`src/shared/pfc_meter_defs.vh`:
```
// Register map, field layout, reset values and timing counts of the scaling bank
`ifndef PFC_METER_DEFS_VH
`define PFC_METER_DEFS_VH

`define ADDR_READING_EXPONENTS   16'hFE39
`define ADDR_READING_UPDATE_RATE 16'hFE3A
`define ADDR_INPUT_VOLTAGE_SCALE 16'hFE3B
`define ADDR_CURRENT_SENSE_GAIN  16'hFE3C
`define ADDR_FAST_OC_BLANKING    16'hFE3D

`define MASK_READING_EXPONENTS   16'h07FF
`define MASK_READING_UPDATE_RATE 16'h0007
`define MASK_INPUT_VOLTAGE_SCALE 16'h3BFF
`define MASK_CURRENT_SENSE_GAIN  16'hFBFF
`define MASK_FAST_OC_BLANKING    16'h0018

`define RST_READING_EXPONENTS    16'h0000
`define RST_READING_UPDATE_RATE  16'h0000
`define RST_INPUT_VOLTAGE_SCALE  16'h0000
`define RST_CURRENT_SENSE_GAIN   16'h0000
`define RST_FAST_OC_BLANKING     16'h0000

`define CUR_EXP_HI   10
`define CUR_EXP_LO   6
`define VOLT_EXP_HI  5
`define VOLT_EXP_LO  3
`define PWR_EXP_HI   2
`define PWR_EXP_LO   0
`define AVG_WIN_HI   2
`define AVG_WIN_LO   0
`define MANT_HI      9
`define MANT_LO      0
`define VSCALE_EXP_HI 13
`define GAIN_EXP_HI  15
`define SCALE_EXP_LO 11
`define OC_DB_HI     4
`define OC_DB_LO     3

`define CLK_PERIOD_NS 40
`define OC_DB0_NS     40
`define OC_DB1_NS     80
`define OC_DB2_NS     120
`define OC_DB0_CYC    ((`OC_DB0_NS + `CLK_PERIOD_NS - 1) / `CLK_PERIOD_NS)
`define OC_DB1_CYC    ((`OC_DB1_NS + `CLK_PERIOD_NS - 1) / `CLK_PERIOD_NS)
`define OC_DB2_CYC    ((`OC_DB2_NS + `CLK_PERIOD_NS - 1) / `CLK_PERIOD_NS)

`define AVG_HC_0 14'h0000
`define AVG_HC_1 14'h0010
`define AVG_HC_2 14'h0040
`define AVG_HC_3 14'h0080
`define AVG_HC_4 14'h0200
`define AVG_HC_5 14'h0400
`define AVG_HC_6 14'h1000
`define AVG_HC_7 14'h2000

`endif

```
`src/rtl/pfc_meter_scaling_regs.v`:
```
// Scaling, averaging and fast overcurrent register bank of the metering PFC controller
`include "pfc_meter_defs.vh"

// Notes on behaviour
// - Exponent register: current [10:6], voltage [5:3], power [2:0]; 15:11 reserved.
// - Rms readings average over half line cycles chosen by update rate bits [2:0].
// - Window codes give 0,16,64,128,512,1024,4096,8192 half line cycles.
// - Voltage scale: mantissa [9:0], signed exponent [13:11]; 15,14,10 reserved.
// - Sense gain: mantissa [9:0], signed exponent [15:11]; bit 10 reserved.
// - Overcurrent declared only after sense stays above limit for debounce time.
// - After debounce trip, all PWM outputs held off until cycle ends.
// - Debounce codes: 00 is 40 ns, 01 is 80 ns, 10 is 120 ns.
module pfc_meter_scaling_regs (
    input  wire        clk,
    input  wire        rst_b,
    input  wire [15:0] regAddr,
    input  wire [15:0] regWrData,
    input  wire        regWr,
    input  wire        regRd,
    input  wire        halfCycleTick,
    input  wire        aboveLimitPin,
    input  wire        cycleStart,
    output reg  [15:0] regRdData_r,
    output reg  [4:0]  currentExponent_r,
    output reg  [2:0]  voltageExponent_r,
    output reg  [2:0]  powerExponent_r,
    output reg  [9:0]  voltageScaleMant_r,
    output reg  [2:0]  voltageScaleExp_r,
    output reg  [9:0]  senseGainMant_r,
    output reg  [4:0]  senseGainExp_r,
    output reg  [13:0] avgWindowLen_r,
    output reg         avgWindowEnd_r,
    output wire        overcurrentEvent,
    output wire        pwmForceOff
);
    reg  [15:0] readingExponents_r;
    reg  [15:0] updateRate_r;
    reg  [15:0] voltageScale_r;
    reg  [15:0] senseGain_r;
    reg  [15:0] ocBlanking_r;
    reg  [13:0] halfCycleCnt_r;
    reg  [13:0] windowLen;
    reg  [15:0] rdMux;
    wire [13:0] cntNext;

    // Masks keep reserved bits at zero on every write
    always @(posedge clk or negedge rst_b) begin
        if (!rst_b) begin
            readingExponents_r <= `RST_READING_EXPONENTS;
            updateRate_r       <= `RST_READING_UPDATE_RATE;
            voltageScale_r     <= `RST_INPUT_VOLTAGE_SCALE;
            senseGain_r        <= `RST_CURRENT_SENSE_GAIN;
            ocBlanking_r       <= `RST_FAST_OC_BLANKING;
        end else if (regWr) begin
            case (regAddr)
                `ADDR_READING_EXPONENTS:
                    readingExponents_r <= regWrData & `MASK_READING_EXPONENTS;
                `ADDR_READING_UPDATE_RATE:
                    updateRate_r <= regWrData & `MASK_READING_UPDATE_RATE;
                `ADDR_INPUT_VOLTAGE_SCALE:
                    voltageScale_r <= regWrData & `MASK_INPUT_VOLTAGE_SCALE;
                `ADDR_CURRENT_SENSE_GAIN:
                    senseGain_r <= regWrData & `MASK_CURRENT_SENSE_GAIN;
                `ADDR_FAST_OC_BLANKING:
                    ocBlanking_r <= regWrData & `MASK_FAST_OC_BLANKING;
                default: ;
            endcase
        end
    end

    always @* begin
        case (regAddr)
            `ADDR_READING_EXPONENTS:   rdMux = readingExponents_r;
            `ADDR_READING_UPDATE_RATE: rdMux = updateRate_r;
            `ADDR_INPUT_VOLTAGE_SCALE: rdMux = voltageScale_r;
            `ADDR_CURRENT_SENSE_GAIN:  rdMux = senseGain_r;
            `ADDR_FAST_OC_BLANKING:    rdMux = ocBlanking_r;
            default:                   rdMux = 16'h0000;
        endcase
    end

    always @* begin
        case (updateRate_r[`AVG_WIN_HI:`AVG_WIN_LO])
            3'h0:    windowLen = `AVG_HC_0;
            3'h1:    windowLen = `AVG_HC_1;
            3'h2:    windowLen = `AVG_HC_2;
            3'h3:    windowLen = `AVG_HC_3;
            3'h4:    windowLen = `AVG_HC_4;
            3'h5:    windowLen = `AVG_HC_5;
            3'h6:    windowLen = `AVG_HC_6;
            default: windowLen = `AVG_HC_7;
        endcase
    end

    assign cntNext = halfCycleCnt_r + 14'h0001;

    always @(posedge clk or negedge rst_b) begin
        if (!rst_b) begin
            regRdData_r        <= 16'h0000;
            currentExponent_r  <= 5'h00;
            voltageExponent_r  <= 3'h0;
            powerExponent_r    <= 3'h0;
            voltageScaleMant_r <= 10'h000;
            voltageScaleExp_r  <= 3'h0;
            senseGainMant_r    <= 10'h000;
            senseGainExp_r     <= 5'h00;
            avgWindowLen_r     <= 14'h0000;
            avgWindowEnd_r     <= 1'b0;
            halfCycleCnt_r     <= 14'h0000;
        end else begin
            if (regRd) begin
                regRdData_r <= rdMux;
            end
            currentExponent_r  <= readingExponents_r[`CUR_EXP_HI:`CUR_EXP_LO];
            voltageExponent_r  <= readingExponents_r[`VOLT_EXP_HI:`VOLT_EXP_LO];
            powerExponent_r    <= readingExponents_r[`PWR_EXP_HI:`PWR_EXP_LO];
            voltageScaleMant_r <= voltageScale_r[`MANT_HI:`MANT_LO];
            voltageScaleExp_r  <= voltageScale_r[`VSCALE_EXP_HI:`SCALE_EXP_LO];
            senseGainMant_r    <= senseGain_r[`MANT_HI:`MANT_LO];
            senseGainExp_r     <= senseGain_r[`GAIN_EXP_HI:`SCALE_EXP_LO];
            avgWindowLen_r     <= windowLen;
            // A zero window closes on every half cycle, i.e. no averaging
            avgWindowEnd_r     <= 1'b0;
            if (halfCycleTick) begin
                if (cntNext >= windowLen) begin
                    halfCycleCnt_r <= 14'h0000;
                    avgWindowEnd_r <= 1'b1;
                end else begin
                    halfCycleCnt_r <= cntNext;
                end
            end
        end
    end

    overcurrent_debounce ocDebounce (
        .clk                (clk),
        .rst_b              (rst_b),
        .aboveLimitPin      (aboveLimitPin),
        .cycleStart         (cycleStart),
        .debounceSel        (ocBlanking_r[`OC_DB_HI:`OC_DB_LO]),
        .overcurrentEvent_r (overcurrentEvent),
        .pwmForceOff_r      (pwmForceOff)
    );
endmodule

```
`src/rtl/overcurrent_debounce.v`:
```
// Fast overcurrent debounce and per-cycle PWM shutdown
`include "pfc_meter_defs.vh"

module overcurrent_debounce (
    input  wire       clk,
    input  wire       rst_b,
    input  wire       aboveLimitPin,
    input  wire       cycleStart,
    input  wire [1:0] debounceSel,
    output reg        overcurrentEvent_r,
    output reg        pwmForceOff_r
);
    reg       sync1_r;
    reg       sync2_r;
    reg       sync3_r;
    reg       above_r;
    reg [1:0] cnt_r;
    reg [1:0] need;
    wire      trip;

    // Whole-cycle counts; only the low two bits are ever needed
    localparam [31:0] DB0_CYC = `OC_DB0_CYC;
    localparam [31:0] DB1_CYC = `OC_DB1_CYC;
    localparam [31:0] DB2_CYC = `OC_DB2_CYC;

    // Code 11 is undefined here; held at the longest setting
    always @* begin
        case (debounceSel)
            2'h0:    need = DB0_CYC[1:0];
            2'h1:    need = DB1_CYC[1:0];
            default: need = DB2_CYC[1:0];
        endcase
    end

    // Fires once per excursion, only after an unbroken run above the limit
    assign trip = above_r && (cnt_r == need - 2'h1);

    always @(posedge clk or negedge rst_b) begin
        if (!rst_b) begin
            sync1_r            <= 1'b0;
            sync2_r            <= 1'b0;
            sync3_r            <= 1'b0;
            above_r            <= 1'b0;
            cnt_r              <= 2'h0;
            overcurrentEvent_r <= 1'b0;
            pwmForceOff_r      <= 1'b0;
        end else begin
            sync1_r <= aboveLimitPin;
            sync2_r <= sync1_r;
            sync3_r <= sync2_r;
            // Level accepted only when the last two stages agree
            if (sync2_r == sync3_r) begin
                above_r <= sync3_r;
            end
            if (!above_r) begin
                cnt_r <= 2'h0;
            end else if (cnt_r != 2'h3) begin
                cnt_r <= cnt_r + 2'h1;
            end
            overcurrentEvent_r <= trip;
            // Set wins over the cycle boundary so a late trip is not lost
            if (trip) begin
                pwmForceOff_r <= 1'b1;
            end else if (cycleStart) begin
                pwmForceOff_r <= 1'b0;
            end
        end
    end
endmodule

```
`config.mk`:
```
export PLATFORM = sky130hd
export DESIGN_NAME = pfc_meter_scaling_regs
export DESIGN_NICKNAME = d
export VERILOG_FILES = /design/src/rtl/pfc_meter_scaling_regs.v /design/src/rtl/overcurrent_debounce.v
export VERILOG_INCLUDE_DIRS = /design/src /design/src/shared
export SDC_FILE = /design/constraint.sdc
export NUM_CORES = 1
export LEC_CHECK = 0
export BUFFER_PORTS_ARGS = -buffer_cell sky130_fd_sc_hd__buf_2
export CORE_MARGIN = 3
export CORE_UTILIZATION = 58
export CTS_BUF_LIST = sky130_fd_sc_hd__clkbuf_16
export CTS_CLUSTER_SIZE = 16
export DETAILED_ROUTE_END_ITERATION = 8
export GPL_ROUTABILITY_DRIVEN = 0
export GPL_TIMING_DRIVEN = 0
export PLACE_DENSITY = 0.84
export SETUP_SLACK_MARGIN = 0.3
export SLEW_MARGIN = 20
export SYNTH_ARGS = -nofsm -noshare
export SYNTH_HDL_FRONTEND = slang
export SYNTH_SLANG_ARGS = --single-unit
```
`constraint.sdc`:
```
create_clock -name clk -period 5.2 [get_ports clk]
set_input_delay 0.26 -clock clk [delete_from_list [all_inputs] [get_ports clk]]
set_output_delay 0.26 -clock clk [all_outputs]
set_load 0.005 [all_outputs]
```
=== Word-level counts from Yosys, hierarchy flattened ===
Index checks and enable logic that the tools add are counted.

* Add/sub/neg operators: 3
* Magnitude comparators: 1
* Equal/unequal tests: 16
* Muxes and demuxes: 10
* Reductions and logical operators: 9

{| class="wikitable"
|+ Operators with widths
! cell !! count
|-
| $pmux 14 s7 || 1
|-
| $eq 16x16->1 const B || 5
|-
| $pmux 16 s5 || 1
|-
| $add 14x1->14 const B || 1
|-
| $ge 14x14->1 || 1
|-
| $mux 14 || 1
|-
| $reduce_and 2->1 || 5
|-
| $eq 3x3->1 const B || 3
|-
| $eq 3x2->1 const B || 2
|-
| $mux 1 || 4
|-
| $mux 2 || 2
|-
| $ne 2x2->1 const B || 2
|-
| $pmux 2 s2 || 1
|-
| $eq 3x1->1 const B || 1
|-
| $logic_not 3->1 || 1
|-
| $add 2x1->2 const B || 1
|-
| $eq 2x1->1 const B || 1
|-
| $eq 2x2->1 || 1
|-
| $logic_not 2->1 || 1
|-
| $reduce_bool 2->1 || 1
|-
| $sub 2x1->2 const B || 1
|-
| $eq 1x1->1 || 1
|-
| $logic_and 1x1->1 || 1
|}

* Bits in registers: 136
* Input bits: 39
* Output and inout bits: 72
* Word-level logic and storage cells: 62

=== Logic depth before layout (Yosys ltp) ===
Gate-level depths: netlist of the first run.

* Depth after elaboration: 6
* Gate-level depth with buffers: 12
* Depth with buffers taken out: 11

=== Cells and area by module ===
A second synthesis of the first run with hierarchy kept.

* Cells, all modules: 413
* Area total of the unflattened synthesis: 5420.2 µm²

{| class="wikitable"
|+ Modules (own cells, without submodules)
! module !! times used !! cells an instance !! area each (µm²) !! sequential area each (µm²)
|-
| pfc_meter_scaling_regs || 1 || 393 || 5116.2 || 3027.9
|-
| overcurrent_debounce || 1 || 20 || 304.0 || 200.2
|}

=== Worst setup path after synthesis of the first run ===
OpenSTA, ideal clock, no wires.

* Kind: flip-flop to flip-flop
* From: reg halfCycleCnt_r[4]
* To: reg halfCycleCnt_r[3]
* Library setup time: 0.104 ns
* Arrival time: 2.648 ns
* Data required time: 5.096 ns
* Path slack: 2.448 ns
* Cell stages (with the launch flop): 13
* Path buffers: 1
* Clock period less this slack: 2.752 ns
* Path through: dfrtp_1 clkbuf_1 and4_1 nand2_1 nor2_1 and3_1 xnor2_1 inv_1 ha_1 o21a_1 o2bb2ai_1 o211ai_4 o311ai_1

* Word-level cells in the longest chain between the ends: 3

{| class="wikitable"
|+ RTL lines
! element !! line !! text
|-
| from (decl) || pfc_meter_scaling_regs.v:41 || <nowiki>reg [13:0] halfCycleCnt_r;</nowiki>
|-
| from (signal assigned) || pfc_meter_scaling_regs.v:129 || <nowiki>halfCycleCnt_r <= cntNext;</nowiki>
|-
| $add 14x1->14 || pfc_meter_scaling_regs.v:95 || <nowiki>assign cntNext = halfCycleCnt_r + 14'h0001;</nowiki>
|-
| $ge 14x14->1 || pfc_meter_scaling_regs.v:125 || <nowiki>if (cntNext >= windowLen) begin</nowiki>
|-
| $mux 14 || pfc_meter_scaling_regs.v:125 ||
|}

Every way passes these cells.
A chain may end at the register's enable or synchronous reset.

=== Worst setup path in the final report of the first run ===
* From: reg halfCycleCnt_r[4]
* To: reg halfCycleCnt_r[5]

* Word-level cells in the longest chain between the ends: 3

{| class="wikitable"
|+ RTL lines
! element !! line
|-
| $add 14x1->14 * || pfc_meter_scaling_regs.v:95
|-
| $ge 14x14->1 || pfc_meter_scaling_regs.v:125
|-
| $mux 14 * || pfc_meter_scaling_regs.v:125
|}

Mark *: on every way between the ends. The rest lies on a longest branch, timed or not.

==> flow_summary.toml, run 1 <==
[synth]
synth-edff-count = 0
yosys_warnings = 0
synth_ff_type = "dfrtp_1"
yosys.cell_types.count = 57
syn_avg_cell_area_um2 = 12.8
ys_ff_latch = 129
synthArstFlopShare_pct = 100
syn_inst = 408
synth_seq_area_share_pct = 61.8
synth_area_um2 = 5220

[final_layout]
area.growth.synth_to_final_pct = 24.6
diodes = 0
num-fill-cells = 508
mostFrequentLayoutCells = "dfrtp_1 (129), buf_2 (102), mux2_2 (45), inv_1 (36), nand2_1 (21)"
final_cell_count_no_fill = 654
fin_nets = 585
drive_gt1_share_pct = 35.3
layout_commonest_cell = "dfrtp_1"

[setup_path]
path_class = "reg -> reg"
crit_chain = "clkbuf_1, and4_1, nand2_1, nor2_1, and3_1, xnor2_1, inv_1, ha_1, o21a_1, o2bb2ai_1, o211ai_4, o311ai_1"
r2r_end = "halfCycleCnt_r[5]"
cp.arrival_ns = 3.60
path_delay_family = "compound AO/OA/AOI/OAI gates"
critPathRequiredTime_ns = 5.50
cpPeakStageDelay_ns = 0.58
critPathLaunchType = "flip-flop"
crit_buf_inv = 2
crit_path_top_delay_cell = "o2bb2ai_1"
endpoint_kind = "flip-flop"
worstPathMaxFanout = 9
rrSetupSlack_ns = 1.90
rr_worst_depth = 12
r2r-start = "halfCycleCnt_r[4]"

[global_routing]
grtUsageTotal_pct = 23.7
grt-ovfl-total = 0
grt_max_degree = 75
grt_pass1_vias = 3766
grt_pass1_wl_um = 18500
antenna_found_initial = 0

[floorplanning]
fp.dieW_um = 101
rows = 33
initial_core_util_pct = 61.7
die_h_um = 101
die_area_um2 = 10200
core_area_um2 = 8460
io_pins = 111

[power]
power.density_nw_per_um2 = 345
p_leak_nw = 3.37
finalPower_w = 0.00225
ir_worst_vdd_v = 0.000258

[timing]
final.setup.tns_ns = 0
worstMarginPinSlew_ns = 0.731
drv_slew = 0
fmax_mhz = 303
max_slew_margin_pct = 51.2
period_share_pct = 63.5
period_minus_slack_ns = 3.30
rsz0062_at_grt = "no"
fin_skew_ns = 0.00989
finalSetupViolCount = 0
hold_viol = 0

[worst_hold_path]
hold_end = "senseGain_r[14]"
hp-start = "regWrData[14]"
min_delay_path_depth = 2
hp-class = "in -> reg"

[place]
dpl.cell_count = 621
place_hpwl_um = 7720
io_buffers = 101

[drt]
final_antenna_net_count = 0
drc = 0
drtPass1Iterations = 5
via_per_inst = 5.63
routed_wirelength_um = 11500
wl_per_cell_um = 17.6
vias = 3685
first_iter_violations = 154

[cts]
root_buffer = "clkbuf_16"
cts_sinks = 129
clk_latency_ns = 0.40
htree_levels = 4
cts.clk_slew.worst_paths_ns = 0.06
cts_inserted_buffers = 17
clk_path_buf_depth = 2
cts_tree = "yes"

[run]
maxCapViolations = 0

[outcome]
status = "finished clean"
-- layout make-up --
class	count	area [µm²]	share of cell area, %
clock buffer	17	425	6.54
inverter	35	131	2.02
sequential	129	3230	49.6
buffer	25	123	1.88
timing repair buffer	104	559	8.60
clock inverter	14	144	2.21
tap	105	131	2.02
multi-input combinational	225	1760	27.1
-- synth_stat cells (4+ instances only) --
cell type / instances / share of area, %
and3_1: 4 / 0.48
dfrtp_1: 129 / 62
buf_4: 7 / 1.0
a21oi_1: 6 / 0.57
nand4_1: 5 / 0.60
o21ai_0: 4 / 0.38
clkbuf_1: 14 / 1.0
nor2_1: 11 / 0.79
inv_1: 35 / 2.5
nand2b_1: 4 / 0.48
mux2_2: 45 / 9.7
nand2_1: 21 / 1.5
and2_1: 4 / 0.48
xnor2_1: 7 / 1.2
ha_1: 9 / 2.2
o22ai_1: 20 / 2.4
a222oi_1: 5 / 0.96
nand3_1: 12 / 1.1
-- metal layers --
metal	track usage, %	part of all wire [%]
met5	0	0
met4	6.13	0.81
met2	41.0	52
met1	30.3	41
met3	5.33	6.3
-- worst max path at each step --
stage,depth (start not counted),to,from
floorplan,12,halfCycleCnt_r[3],halfCycleCnt_r[4]
global placement,12,halfCycleCnt_r[5],halfCycleCnt_r[4]
detailed placement,11,halfCycleCnt_r[5],halfCycleCnt_r[0]
CTS,11,halfCycleCnt_r[5],halfCycleCnt_r[0]
global route,12,halfCycleCnt_r[3],halfCycleCnt_r[4]
finish,12,halfCycleCnt_r[5],halfCycleCnt_r[4]
-- flip-flops by register name (all words and copies together), names as in the netlist, 7 cells and up --
signal / count
regRdData_r: 16
readingExponents_r: 11
voltageScale_r: 13
voltageScaleMant_r: 10
avgWindowLen_r: 7
senseGainMant_r: 10
halfCycleCnt_r: 14
senseGain_r: 15
-- cell families after synthesis --
group	count (synthesis)	share of synthesized area, %
buf+inv	60	4.86
mux	48	10.3
simple gates	84	9.15
other cells	1	0.0718
compound gates	67	9.99
fa+ha+maj	10	2.35
flops	129	61.8
xor+xnor	9	1.51
-- metrics by stage --
stage / worst slack, ns / cell area, µm² / hold WS (ns) / utilization (%)
finish: 1.90 / 6510 / 0.0942 / 76.9
global route: 1.55 / 6510 / 0.0954 / 76.9
CTS: 1.90 / 6510 / 0.0790 / 76.9
detailed placement: 1.97 / 5920 / 0.332 / 69.9
global placement: 2.05 / 5880 / 0.343 / 69.5
floorplan: 2.45 / 5250 / -0.0356 / -
-- power by group --
group          internal [W]  total (W)  switching [W]
combinational     0.0000406  0.0000939      0.0000533
clock              0.000700    0.00112       0.000424
sequential          0.00102    0.00103      0.0000107
-- what timing repair did --
item                      in CTS  in global routing
setup buffers                  0                  0
hold endpoints to repair      74                  0
gates resized for setup        0                  0
hold buffers                   2                  0
No activity file was read; power rests on OpenSTA's default activity.
==> inputs of run 2 (changes only) <==
--- a/config.mk
+++ b/config.mk
@@ -6,15 +6,16 @@
 export SDC_FILE = /design/constraint.sdc
 export NUM_CORES = 1
 export LEC_CHECK = 0
+export ABC_AREA = 1
 export BUFFER_PORTS_ARGS = -buffer_cell sky130_fd_sc_hd__buf_2
 export CORE_MARGIN = 3
-export CORE_UTILIZATION = 58
+export CORE_UTILIZATION = 49
 export CTS_BUF_LIST = sky130_fd_sc_hd__clkbuf_16
 export CTS_CLUSTER_SIZE = 16
 export DETAILED_ROUTE_END_ITERATION = 8
 export GPL_ROUTABILITY_DRIVEN = 0
 export GPL_TIMING_DRIVEN = 0
-export PLACE_DENSITY = 0.84
+export PLACE_DENSITY = 0.76
 export SETUP_SLACK_MARGIN = 0.3
 export SLEW_MARGIN = 20
 export SYNTH_ARGS = -nofsm -noshare
==> constraint.sdc (replaced) <==
create_clock -name clk -period 2.8 [get_ports clk]
set_input_delay 0.14 -clock clk [delete_from_list [all_inputs] [get_ports clk]]
set_output_delay 0.14 -clock clk [all_outputs]
set_load 0.005 [all_outputs]
==> flow_summary.toml, run 2 <==
[synth]
ys_top_cells_by_area = "dfrtp_1 (61%), nand2_1 (11%), o21ai_0 (5.3%), inv_1 (3.5%), nand3_1 (2.5%)"
synth_top_area_share_pct = 60.9
syn_inst = 547
synthArstFlopShare_pct = 100
yosys_warnings = 0
synth_top_cell_by_area = "dfrtp_1"
synth_ff_type = "dfrtp_1"
ys_ff_latch = 129
synth_most_common_cell = "nand2_1"
synth-edff-count = 0
synth_seq_area_share_pct = 60.9
syn_avg_cell_area_um2 = 9.69
ys_top_cells_by_count = "nand2_1 (159), dfrtp_1 (129), o21ai_0 (56), inv_1 (50), nand3_1 (27)"
yosys.cell_types.count = 32
synth_area_um2 = 5300

[timing]
fin_skew_ns = 0.00581
rsz0062_at_grt = "yes"
period_minus_slack_ns = 2.62
fmax_mhz = 382
max_slew_margin_pct = 52.5
drv_slew = 0
worst_hold_slack_ns = 0.0205
setup_ws_ns = 0.182
worstMarginPinSlew_ns = 0.712
final.setup.tns_ns = 0
hold_viol = 0
finalSetupViolCount = 0
period_share_pct = 93.5

[outcome]
status = "finished clean"

[floorplanning]
die_area_um2 = 12100
rows = 37
fp.dieW_um = 110
die_h_um = 110
initial_core_util_pct = 50.9
core_area_um2 = 10400
io_pins = 111

[setup_path]
r2r_end = "halfCycleCnt_r[2]"
path_delay_family = "simple AND/OR/NAND/NOR gates"
startpoint = "halfCycleCnt_r[1]"
cp.depth = 16
cp.arrival_ns = 2.89
rrSetupSlack_ns = 0.18
path_class = "reg -> reg"
endpoint = "halfCycleCnt_r[2]"
critPathRequiredTime_ns = 3.07
r2r-start = "halfCycleCnt_r[1]"
crit_chain = "ha_4, nand2_4, nor2_4, nand3_2, xor2_2, inv_1, ha_1, nand2_1, inv_2, nand2_1, nand3b_1, nor2_2, nor2_4, nand2_4, clkbuf_16, a21oi_2"
crit_buf_inv = 3
critPathLaunchType = "flip-flop"
endpoint_kind = "flip-flop"
rr_worst_depth = 16
worstPathMaxFanout = 6
cpPeakStageDelay_ns = 0.42
crit_path_top_delay_cell = "dfrtp_1"

[cts]
cts_inserted_buffers = 17
htree_levels = 4
clk_latency_ns = 0.41
root_buffer = "clkbuf_16"
cts.clk_slew.worst_paths_ns = 0.06
cts_sinks = 129
cts_tree = "yes"
clk_path_buf_depth = 2

[drt]
via_per_inst = 5.09
final_antenna_net_count = 0
drc = 0
first_iter_violations = 337
wl_per_cell_um = 15.4
routed_wirelength_um = 13100
drtPass1Iterations = 5
vias = 4328

[final_layout]
utilization_pct = 66.3
num-fill-cells = 778
biggestRegsByFlops = "regRdData_r (16), senseGain_r (15), halfCycleCnt_r (14)"
fin_nets = 749
multi_input_area_um2 = 1860
regMostFlops = "regRdData_r"
area.growth.synth_to_final_pct = 30.2
diodes = 0
drive_gt1_share_pct = 28.9
mostFrequentLayoutCells = "nand2_1 (155), dfrtp_1 (126), buf_2 (106), o21ai_0 (54), inv_1 (51)"
largest_register_ffs = 16
finalInstanceArea_um2 = 6900
seq_area_um2 = 3230
layout_commonest_cell = "nand2_1"

[power]
p_leak_nw = 3.68
ir_worst_vdd_v = 0.000371
power.density_nw_per_um2 = 682

[run]
maxCapViolations = 0

[place]
placed_cell_area_um2 = 6040
io_buffers = 102
place_hpwl_um = 8600
pre_cts_ws_ns = 0.103

[global_routing]
grtUsageTotal_pct = 22.6
grt_max_degree = 86
grt-ovfl-total = 0
grt_pass1_vias = 4253
antenna_found_initial = 0
grt_pass1_wl_um = 20700

[worst_hold_path]
hp-class = "in -> reg"
## run 2: cell types whose count changed in the layout (fill, tap and decap cells not counted), moves of 10 or more
cell,previous run,this run
nand2_1,21,155
o21ai_0,4,54
mux2_2,45,3
o22ai_1,20,0
buf_4,7,22
inv_1,36,51
nand3_1,12,26
nand2_2,0,10
## run 2: routing by layer
metal | track usage (%) | up-vias | share of wire [%]
li1 | - | 2048 | -
met1 | 28.0 | 2089 | 40
met2 | 38.9 | 168 | 52
met3 | 5.13 | 23 | 6.3
met4 | 8.28 | 0 | 1.8
met5 | 0 | - | 0
## run 2: cell families after synthesis
family,share of synthesized area [%]
compound gates,8.97
xor+xnor,1.49
fa+ha+maj,2.31
buf+inv,6.07
flops,60.9
mux,1.20
other cells,0.0707
simple gates,19.0
## run 2: layout make-up
class                           instances  area share (%)
Inverter                               53            2.88
Clock inverter                         15            1.54
Multi-Input combinational cell        349            26.9
Timing Repair Buffer                  129            11.3
Sequential cell                       129            46.8
Buffer                                 22            1.90
Clock buffer                           17            6.16
Tap cell                              136            2.47
## run 2: repair_timing
| action | CTS | global route |
|---|---|---|
| pin swaps | 4 | 16 |
| endpoints found under the hold margin | 54 | 0 |
| gates cloned | 0 | 1 |
| hold buffers | 10 | 0 |
| buffers inserted | 7 | 8 |
| resized for setup | 5 | 24 |
| setup endpoints to repair | 14 | 14 |
## run 2: how the worst min path moves through the flow
| stage | start | end | slack, ns | cells after the start |
|---|---|---|---|---|
| final | regWrData[1] | updateRate_r[1] | 0.02 | 3 |
| after detailed placement | rst_b | ocDebounce.overcurrentEvent_r | 0.09 | 1 |
| after CTS | regWrData[1] | updateRate_r[1] | 0.006 | 3 |
| after global routing | regWrData[1] | updateRate_r[1] | 0.01 | 3 |
| after global placement | aboveLimitPin | ocDebounce.sync1_r | 0.25 | 1 |
| after floorplan | rst_b | avgWindowEnd_r | -0.16 | 0 |
## run 2: stage by stage
step	cells	power, W
6_report	850	0.00471
5_1_grt	850	0.00493
4_1_cts	841	0.00461
3_5_place_dp	792	0.00260
3_3_place_gp	791	0.00256
2_1_floorplan	553	0.00243
## run 2: power breakdown
part | switching (W) | internal [W] | leakage, nW | total (W)
sequential | 0.0000829 | 0.00196 | 1.75 | 0.00204
combinational | 0.000398 | 0.000319 | 1.66 | 0.000718
clock | 0.000760 | 0.00119 | 0.273 | 0.00195
## run 2: tightest hold or removal path: stages
cell and delay, ns:
buf_2 0.11, nand2_1 0.06, o21ai_0 0.07
